==> config.mk <==
export PLATFORM = sky130hd
export DESIGN_NAME = spl_pcs
export DESIGN_NICKNAME = d
export VERILOG_FILES = /design/src/inc/spl_pkg.sv /design/src/design/spl_pcs.sv
export SDC_FILE = /design/constraint.sdc
export NUM_CORES = 2
export LEC_CHECK = 0
export ABC_AREA = 1
export BUFFER_PORTS_ARGS = -buffer_cell sky130_fd_sc_hd__buf_2
export CAP_MARGIN = 20
export CORE_UTILIZATION = 52
export DETAILED_ROUTE_END_ITERATION = 12
export PLACE_DENSITY = 0.7
export SLEW_MARGIN = 20
export SYNTH_ARGS = -nofsm -noshare
export SYNTH_HDL_FRONTEND = slang
export SYNTH_SLANG_ARGS = --single-unit
==> constraint.sdc <==
create_clock -name clk -period 5.55 [get_ports clk]
set_input_delay 1.11 -clock clk [delete_from_list [all_inputs] [get_ports clk]]
set_output_delay 1.11 -clock clk [all_outputs]
set_load 0.05 [all_outputs]
==> src/inc/spl_pkg.sv <==
package spl_pkg;

    // ------------------------------------------------------------
    // line block format
    // ------------------------------------------------------------
    localparam int PAYLOAD_W = 64;
    localparam int HDR_W = 2;
    localparam int BLOCK_W = 66;
    localparam int LANE_W = 32;
    localparam logic [1:0] SYNC_DATA = 2'h1;
    localparam logic [1:0] SYNC_IDLE = 2'h2;

    // control block type byte, carried in payload bits [7:0]
    localparam logic [7:0] CTRL_IDLE = 8'h1e;
    localparam logic [7:0] CTRL_END = 8'h87;

    // ------------------------------------------------------------
    // scrambler x^58 + x^39 + 1
    // ------------------------------------------------------------
    localparam int SCR_W = 58;
    localparam int SCR_TAP_A = 38;
    localparam int SCR_TAP_B = 57;
    localparam logic [57:0] SCR_RESET = 58'h3ff_ffff_ffff_ffff;

    // ------------------------------------------------------------
    // gearboxes and aligner
    // ------------------------------------------------------------
    localparam int TX_SR_W = 98;
    localparam logic [6:0] TX_LOW_MARK = 7'h20;
    localparam logic [6:0] TX_ADD_BLOCK = 7'h22;
    localparam logic [6:0] TX_DRAIN = 7'h20;
    localparam int RX_SR_W = 256;
    localparam logic [8:0] RX_WORD_BITS = 9'h020;
    localparam logic [8:0] RX_BLOCK_BITS = 9'h042;
    localparam logic [8:0] RX_SLIP_BITS = 9'h043;
    localparam logic [6:0] LOCK_BLOCKS = 7'h40;

    typedef enum logic [2:0] {
        ALN_HUNT = 3'h1,
        ALN_SLIP = 3'h2,
        ALN_LOCK = 3'h4
    } spl_aln_e;

endpackage

==> src/design/spl_pcs.sv <==
`timescale 1ns/1ps
// Notes on behaviour
// Both streams carry 64-bit data, valid and last; only tx has ready.
// The tx stream source marks the final word of a packet with last.
// Every block gets a 2-bit header, 10 for idle and 01 for data.
// Only the 64 payload bits are scrambled; the header is in clear.
// The tx gearbox repacks 66-bit blocks into 32-bit words losslessly.
// The rx gearbox rebuilds 66-bit blocks from 32-bit lane words.
// Lock needs a valid header in the top two bits of 64 blocks in a row.
// A bad header requests a slip, moving the boundary by one bit.
// The rx gearbox keeps a 256-bit shift register for slipping.
// Aligned blocks are descrambled, decoded and put on the rx stream.
// Scrambling is self-synchronous x^58+x^39+1, payload only.
// Rx valid is raised only while locked and never while slipping.
module spl_pcs
    import spl_pkg::*;
#(
    parameter int FIFO_DEPTH = 2
) (
    input wire logic clk,
    input wire logic rst_n,
    input wire logic [63:0] tx_user_stream_tdata,
    input wire logic tx_user_stream_tvalid,
    input wire logic tx_user_stream_tlast,
    output logic tx_user_stream_tready,
    output logic [31:0] pma_tx_data,
    input wire logic [31:0] pma_rx_data,
    output logic [63:0] rx_user_stream_tdata,
    output logic rx_user_stream_tvalid,
    output logic rx_user_stream_tlast,
    output logic rx_locked,
    output logic rx_slipping
);

    localparam int PW = (FIFO_DEPTH > 1) ? $clog2(FIFO_DEPTH) : 1;
    localparam int FW = PAYLOAD_W + 1;
    localparam logic [PW:0] FIFO_FULL = (PW + 1)'(FIFO_DEPTH);

    // ------------------------------------------------------------
    // scrambler and descrambler, one bit per step
    // ------------------------------------------------------------
    function automatic logic [121:0] scramble(input logic [63:0] d,
                                              input logic [57:0] s);
        logic [57:0] st;
        logic [63:0] q;
        logic b;
        st = s;
        q = '0;
        for (int i = 0; i < PAYLOAD_W; i++) begin
            b = d[i] ^ st[SCR_TAP_A] ^ st[SCR_TAP_B];
            q[i] = b;
            st = {st[56:0], b};
        end
        return {st, q};
    endfunction

    function automatic logic [121:0] descramble(input logic [63:0] d,
                                                input logic [57:0] s);
        logic [57:0] st;
        logic [63:0] q;
        st = s;
        q = '0;
        for (int i = 0; i < PAYLOAD_W; i++) begin
            q[i] = d[i] ^ st[SCR_TAP_A] ^ st[SCR_TAP_B];
            st = {st[56:0], d[i]};
        end
        return {st, q};
    endfunction

    // ------------------------------------------------------------
    // tx two-entry buffer
    // ------------------------------------------------------------
    logic [FW-1:0] fifo_mem [FIFO_DEPTH];
    logic [PW-1:0] fifo_wr, fifo_rd, next_fifo_wr, next_fifo_rd;
    logic [PW:0] fifo_cnt, next_fifo_cnt;
    logic fifo_push, fifo_pop, fifo_valid;
    logic [FW-1:0] fifo_head;

    // back-pressure: the user waits whenever both entries are taken
    assign tx_user_stream_tready = (fifo_cnt != FIFO_FULL);
    assign fifo_push = tx_user_stream_tvalid && tx_user_stream_tready;
    assign fifo_valid = (fifo_cnt != '0);
    assign fifo_head = fifo_mem[fifo_rd];

    always_comb begin
        next_fifo_wr = fifo_wr;
        next_fifo_rd = fifo_rd;
        next_fifo_cnt = fifo_cnt;
        if (fifo_push) begin
            next_fifo_wr = (fifo_wr == PW'(FIFO_DEPTH - 1)) ? '0
                           : fifo_wr + 1'b1;
        end
        if (fifo_pop) begin
            next_fifo_rd = (fifo_rd == PW'(FIFO_DEPTH - 1)) ? '0
                           : fifo_rd + 1'b1;
        end
        if (fifo_push && !fifo_pop) begin
            next_fifo_cnt = fifo_cnt + 1'b1;
        end else if (!fifo_push && fifo_pop) begin
            next_fifo_cnt = fifo_cnt - 1'b1;
        end
    end

    always_ff @(posedge clk) begin
        if (!rst_n) begin
            fifo_wr <= '0;
            fifo_rd <= '0;
            fifo_cnt <= '0;
        end else begin
            fifo_wr <= next_fifo_wr;
            fifo_rd <= next_fifo_rd;
            fifo_cnt <= next_fifo_cnt;
        end
    end

    // storage needs no reset; entries are only read once written
    always_ff @(posedge clk) begin
        if (fifo_push) begin
            fifo_mem[fifo_wr] <= {tx_user_stream_tlast, tx_user_stream_tdata};
        end
    end

    // ------------------------------------------------------------
    // tx encoder, scrambler and 66-to-32 gearbox
    // ------------------------------------------------------------
    logic [TX_SR_W-1:0] tx_sr, next_tx_sr, tx_merged;
    logic [6:0] tx_cnt, next_tx_cnt;
    logic [57:0] tx_scr, next_tx_scr;
    logic tx_end_pend, next_tx_end_pend, tx_take;
    logic [31:0] next_pma_tx_data;
    logic [1:0] tx_hdr;
    logic [63:0] tx_plain;
    logic [121:0] tx_scr_out;

    // a new block is pulled only when fewer than one lane word remains
    assign tx_take = (tx_cnt < TX_LOW_MARK);
    assign fifo_pop = tx_take && !tx_end_pend && fifo_valid;

    always_comb begin
        next_tx_end_pend = tx_end_pend;
        if (tx_take && tx_end_pend) begin
            // packet end travels as its own control block
            tx_hdr = SYNC_IDLE;
            tx_plain = {56'h0, CTRL_END};
            next_tx_end_pend = 1'b0;
        end else if (tx_take && fifo_valid) begin
            tx_hdr = SYNC_DATA;
            tx_plain = fifo_head[63:0];
            next_tx_end_pend = fifo_head[64];
        end else begin
            tx_hdr = SYNC_IDLE;
            tx_plain = {56'h0, CTRL_IDLE};
        end
        tx_scr_out = scramble(tx_plain, tx_scr);
        next_tx_scr = tx_take ? tx_scr_out[121:64] : tx_scr;
        tx_merged = tx_sr;
        if (tx_take) begin
            // header stays in clear in the block's first two line bits
            tx_merged = tx_sr | ({32'h0, tx_scr_out[63:0], tx_hdr}
                                 << tx_cnt);
        end
        next_pma_tx_data = tx_merged[31:0];
        next_tx_sr = tx_merged >> LANE_W;
        next_tx_cnt = tx_take ? tx_cnt + TX_ADD_BLOCK : tx_cnt - TX_DRAIN;
    end

    always_ff @(posedge clk) begin
        if (!rst_n) begin
            tx_sr <= '0;
            tx_cnt <= '0;
            tx_scr <= SCR_RESET;
            tx_end_pend <= 1'b0;
            pma_tx_data <= '0;
        end else begin
            tx_sr <= next_tx_sr;
            tx_cnt <= next_tx_cnt;
            tx_scr <= next_tx_scr;
            tx_end_pend <= next_tx_end_pend;
            pma_tx_data <= next_pma_tx_data;
        end
    end

    // ------------------------------------------------------------
    // rx 32-to-66 gearbox with one-bit slip
    // ------------------------------------------------------------
    logic [RX_SR_W-1:0] rx_sr, next_rx_sr, rx_app;
    logic [8:0] rx_cnt, next_rx_cnt, rx_cnt_app, rx_need;
    logic rx_take;
    logic [65:0] rx_raw, rx_block;
    spl_aln_e aln, next_aln;
    logic slip_req;

    assign slip_req = (aln == ALN_SLIP);

    always_comb begin
        rx_app = rx_sr | ({224'h0, pma_rx_data} << rx_cnt);
        rx_cnt_app = rx_cnt + RX_WORD_BITS;
        rx_need = slip_req ? RX_SLIP_BITS : RX_BLOCK_BITS;
        rx_take = (rx_cnt_app >= rx_need);
        // on a slip one extra line bit is discarded ahead of the block
        rx_raw = slip_req ? rx_app[66:1] : rx_app[65:0];
        // rebuilt block carries its sync header in the two top bits
        rx_block = {rx_raw[1:0], rx_raw[65:2]};
        next_rx_sr = rx_app;
        next_rx_cnt = rx_cnt_app;
        if (rx_take) begin
            next_rx_sr = rx_app >> rx_need;
            next_rx_cnt = rx_cnt_app - rx_need;
        end
    end

    always_ff @(posedge clk) begin
        if (!rst_n) begin
            rx_sr <= '0;
            rx_cnt <= '0;
        end else begin
            rx_sr <= next_rx_sr;
            rx_cnt <= next_rx_cnt;
        end
    end

    // ------------------------------------------------------------
    // aligner
    // ------------------------------------------------------------
    logic [6:0] good_cnt, next_good_cnt;
    logic hdr_ok;

    assign hdr_ok = (rx_block[65:64] == SYNC_DATA)
                    || (rx_block[65:64] == SYNC_IDLE);

    always_comb begin
        next_aln = aln;
        next_good_cnt = good_cnt;
        if (rx_take) begin
            case (aln)
                ALN_HUNT: begin
                    if (!hdr_ok) begin
                        next_aln = ALN_SLIP;
                        next_good_cnt = '0;
                    end else if (good_cnt == LOCK_BLOCKS - 7'h1) begin
                        next_aln = ALN_LOCK;
                        next_good_cnt = '0;
                    end else begin
                        next_good_cnt = good_cnt + 7'h1;
                    end
                end
                ALN_SLIP: begin
                    // the block cut during the slip is never judged
                    next_aln = ALN_HUNT;
                    next_good_cnt = '0;
                end
                ALN_LOCK: begin
                    if (!hdr_ok) begin
                        next_aln = ALN_SLIP;
                    end
                end
                default: begin
                    next_aln = ALN_HUNT;
                    next_good_cnt = '0;
                end
            endcase
        end
    end

    always_ff @(posedge clk) begin
        if (!rst_n) begin
            aln <= ALN_HUNT;
            good_cnt <= '0;
        end else begin
            aln <= next_aln;
            good_cnt <= next_good_cnt;
        end
    end

    assign rx_locked = (aln == ALN_LOCK);
    assign rx_slipping = slip_req;

    // ------------------------------------------------------------
    // rx descrambler and decoder
    // ------------------------------------------------------------
    logic [57:0] rx_scr, next_rx_scr;
    logic [121:0] rx_dsc;
    logic [63:0] hold, next_hold, next_rx_tdata;
    logic hold_v, next_hold_v, next_rx_tvalid, next_rx_tlast;

    // a data word is held back until the next data or end block so that the end marker that
    // follows it can raise last; a lock loss drops the held word
    always_comb begin
        rx_dsc = descramble(rx_block[63:0], rx_scr);
        next_rx_scr = rx_take ? rx_dsc[121:64] : rx_scr;
        next_hold = hold;
        next_hold_v = hold_v;
        next_rx_tdata = rx_user_stream_tdata;
        next_rx_tvalid = 1'b0;
        next_rx_tlast = rx_user_stream_tlast;
        if (aln != ALN_LOCK) begin
            next_hold_v = 1'b0;
        end else if (rx_take && hdr_ok) begin
            if (rx_block[65:64] == SYNC_DATA) begin
                if (hold_v) begin
                    next_rx_tdata = hold;
                    next_rx_tvalid = 1'b1;
                    next_rx_tlast = 1'b0;
                end
                next_hold = rx_dsc[63:0];
                next_hold_v = 1'b1;
            end else if (rx_dsc[7:0] == CTRL_END && hold_v) begin
                next_rx_tdata = hold;
                next_rx_tvalid = 1'b1;
                next_rx_tlast = 1'b1;
                next_hold_v = 1'b0;
            end
        end
    end

    always_ff @(posedge clk) begin
        if (!rst_n) begin
            rx_scr <= SCR_RESET;
            hold <= '0;
            hold_v <= 1'b0;
            rx_user_stream_tdata <= '0;
            rx_user_stream_tvalid <= 1'b0;
            rx_user_stream_tlast <= 1'b0;
        end else begin
            rx_scr <= next_rx_scr;
            hold <= next_hold;
            hold_v <= next_hold_v;
            rx_user_stream_tdata <= next_rx_tdata;
            rx_user_stream_tvalid <= next_rx_tvalid;
            rx_user_stream_tlast <= next_rx_tlast;
        end
    end

endmodule

==> impl_metrics.json <==
{
  "ys.warnings.count": 0,
  "clockBufferDepth": 3,
  "grt-ovfl-total": 0,
  "arrival_ps": 4950,
  "dr.pass1.iters": 6,
  "start_kind": "flop",
  "synth_flop_cell": "dfxtp_1",
  "grt_pass1_vias": 36457,
  "hpwl_mm": 97.7,
  "slew_headroom_pct": 24.3,
  "clkLatencyLatePin_ps": 660,
  "clkTransAtPathRegs_ps": 70,
  "drtIter0Drc": 5250,
  "hold_viol": 0,
  "via_count": 40085,
  "wl_per_cell_um": 20.4,
  "fin_ws_ps": 1080,
  "finalCriticalPeriod_ps": 4470,
  "status": "finished clean",
  "fmax_mhz": 224,
  "fp-row-count": 102,
  "worstSetupPathType": "reg2reg",
  "io_pins": 201,
  "cpPeakStageDelay_ps": 410,
  "worst_pin_slew_ps": 1120,
  "start_util_pct": 52.8,
  "ys_seq_area_share_pct": 40.4,
  "avgSynthCellArea_sq_um": 7.11,
  "syn_area_sq_um": 41000,
  "gp_congestion": 1.02,
  "cpMaxStageDelayCell": "inv_2",
  "fin_nets": 5848,
  "crit_path_end_kind": "flop",
  "crit_chain": "buf_4 > inv_2 > nand3_1 > nor2_1 > inv_1 > nor2_1 > inv_1 > nor2_1 > nand2_1 > o21bai_1 > nand2_1 > o21ai_0 > ha_1 > nor2_1 > nand2_1 > nor2_1 > nand2_1 > nor2_2 > nand3_1 > nand2_4 > nand2_2 > buf_4 > nand2_1 > a21oi_2",
  "cts_hold_buf": 0,
  "setup_viol": 0,
  "cts_made_buffers": 82,
  "post-place-ws_ps": 755,
  "rsz0062_at_grt": "false",
  "hold_class": "reg2reg",
  "whs_ps": 432,
  "ir_drop_v": 0.000437,
  "maxSlewViolCount": 0,
  "required_ps": 6030,
  "grt_usage_pct": 34.6,
  "ctsResizeCount": 0,
  "dieWidth_um": 283,
  "synth_nets": 5880,
  "power.leakage_nw": 19.2,
  "grt_max_degree": 169,
  "cts_setup_buffers": 0,
  "area_growth_pct": 9.84,
  "drc": 0,
  "fin_tns_setup_ps": 0,
  "core-area_sq_um": 77700,
  "tritoncts": "done",
  "avgViaCountPerCell": 5.86,
  "antenna_found_initial": 3,
  "grt_first_pass_wirelength_mm": 215,
  "drive_above_1_share_pct": 11.5,
  "cts.sinks": 762,
  "drv_cap": 0,
  "clock_skew_ps": 35.1,
  "crit_fanout": 66,
  "synth_cell_types": 62,
  "powerDensity_nw_per_um2": 644,
  "cts_root_buf": "clkbuf_16",
  "async_reset_ff_share_pct": 0,
  "ys_ff_latch": 762,
  "port_buffers": 200,
  "drtAntennaViolNets": 0,
  "syn-instance-count": 5770,
  "fin_crit_sh_pct": 80.5,
  "die_area_sq_um": 80000,
  "synth_edf_count": 130,
  "wirelength_mm": 139,
  "htreeDepth": 3,
  "die_h_um": 283
}
cells by family after synthesis:
kind of cell    count (synthesis)  share of synthesized area, %
compound gates               1091                          16.5
xor+xnor                      187                          3.99
fa+ha+maj                      10                         0.305
buf+inv                       839                          8.35
flops                         762                          40.4
mux                             7                         0.171
simple gates                 2874                          30.3
sequential cells by signal, indices dropped and copies added, names as in the netlist, 2 cells and up, named ones only:
name	count
good_cnt	7
rx_sr	256
fifo_cnt	2
hold	64
tx_sr	66
aln	3
tx_cnt	6
rx_user_stream_tdata	64
tx_scr	58
rx_cnt	9
fifo_mem	130
pma_tx_data	32
rx_scr	58
layer usage:
layer / GRT usage [%] / vias up / part of all wire [%]
li1: - / 19048 / -
met1: 46.3 / 18624 / 41
met2: 54.3 / 2063 / 45
met3: 5.83 / 348 / 9.2
met4: 16.3 / 2 / 5.1
met5: 0 / - / 0.012
worst max-delay path, delay by kind of cell (launching register included):
kind	cells	cell delay, ps
buffers and inverters	5	1200
flip-flops	1	300
adder cells (fa/ha/maj)	1	300
AND/OR/NAND/NOR	15	2150
AO/OA/AOI/OAI	3	330
cells in the mapped netlist, drive strengths merged, types with 2 or more instances:
library cell | count | area (sq um)
nand2 | 1680 | 6350
o21ai | 340 | 1710
dfxtp | 632 | 12700
xnor2 | 52 | 455
o211ai | 67 | 503
a31o | 28 | 245
a21o | 10 | 75.1
o21a | 22 | 165
inv | 446 | 1680
o22ai | 6 | 37.5
a22oi | 20 | 150
xor2 | 135 | 1180
o221ai | 108 | 946
clkbuf | 210 | 788
edfxtp | 130 | 3900
nand3 | 676 | 3750
o21bai | 71 | 533
nor4 | 2 | 12.5
nand4 | 38 | 238
nand3b | 13 | 97.6
a21oi | 364 | 2010
o31ai | 3 | 22.5
ha | 10 | 125
mux2i | 7 | 70.1
a211oi | 6 | 45.0
a311o | 2 | 20.0
buf | 180 | 946
nor3 | 24 | 153
a31oi | 34 | 219
nor2 | 394 | 1540
clkinv | 3 | 11.3
a41oi | 2 | 17.5
or2 | 36 | 225
and2 | 10 | 62.6
per-stage QoR:
stage / power (mW) / instances / utilization (%) / cell area [sq um]
floorplan: 17.8 / 5770 / - / 41000
finish: 29.0 / 6843 / 58.0 / 45000
global placement: 22.8 / 6693 / 54.4 / 42300
detailed placement: 22.9 / 6693 / 54.4 / 42300
global route: 30.6 / 6842 / 58.0 / 45000
CTS: 28.5 / 6840 / 57.9 / 45000
final timing paths:
path / end / slack (ps) / depth (start not counted) / from
hold reg to reg: tx_sr[0] / 430 / 2 / tx_sr[32]
setup / recovery: rx_user_stream_tdata[49] / 1080 / 24 / rx_cnt[0]
hold / removal: tx_sr[0] / 430 / 2 / tx_sr[32]
setup reg to reg: rx_user_stream_tdata[49] / 1080 / 24 / rx_cnt[0]
report_power, final:
| group | total [mW] | leakage, nW | internal (mW) | switching [mW] |
|---|---|---|---|---|
| Sequential | 7.39 | 6.37 | 6.81 | 0.588 |
| Combinational | 16.0 | 11.4 | 4.19 | 11.9 |
| Clock | 5.57 | 1.34 | 3.19 | 2.38 |
placed cells by master, fill, tap and decap left out, types with 13 or more instances in the layout:
cell type	synthesis	routed
nand2_2	16	16
xor2_1	135	135
clkinv_2	0	17
nor3_1	20	20
clkbuf_16	0	87
o221ai_1	108	108
dfxtp_1	632	622
buf_4	6	67
inv_2	24	23
nand2_1	1664	1663
a31oi_1	33	33
nor2_1	377	370
o21a_1	22	22
o21ai_0	282	282
or2_2	22	22
a21oi_2	51	51
o21ai_1	57	57
inv_1	420	416
nand3_2	73	73
a22oi_1	20	20
o211ai_1	67	67
a31o_2	28	28
buf_2	57	200
nand3_1	603	603
xnor2_1	52	52
o21bai_1	71	71
edfxtp_1	130	130
clkbuf_1	210	14
nand3b_1	13	13
nand4_1	38	38
a21oi_1	313	313
layout make-up:
cell class	instances	area, sq um
fill	7267	32700
multi-input combinational	4169	21100
sequential	762	16600
clock buffer	115	2410
inverter	449	1700
timing repair buffer	274	1650
tap	1040	1300
clock inverter	32	303
antenna	2	5.00
No activity file was read; power rests on OpenSTA's default activity.
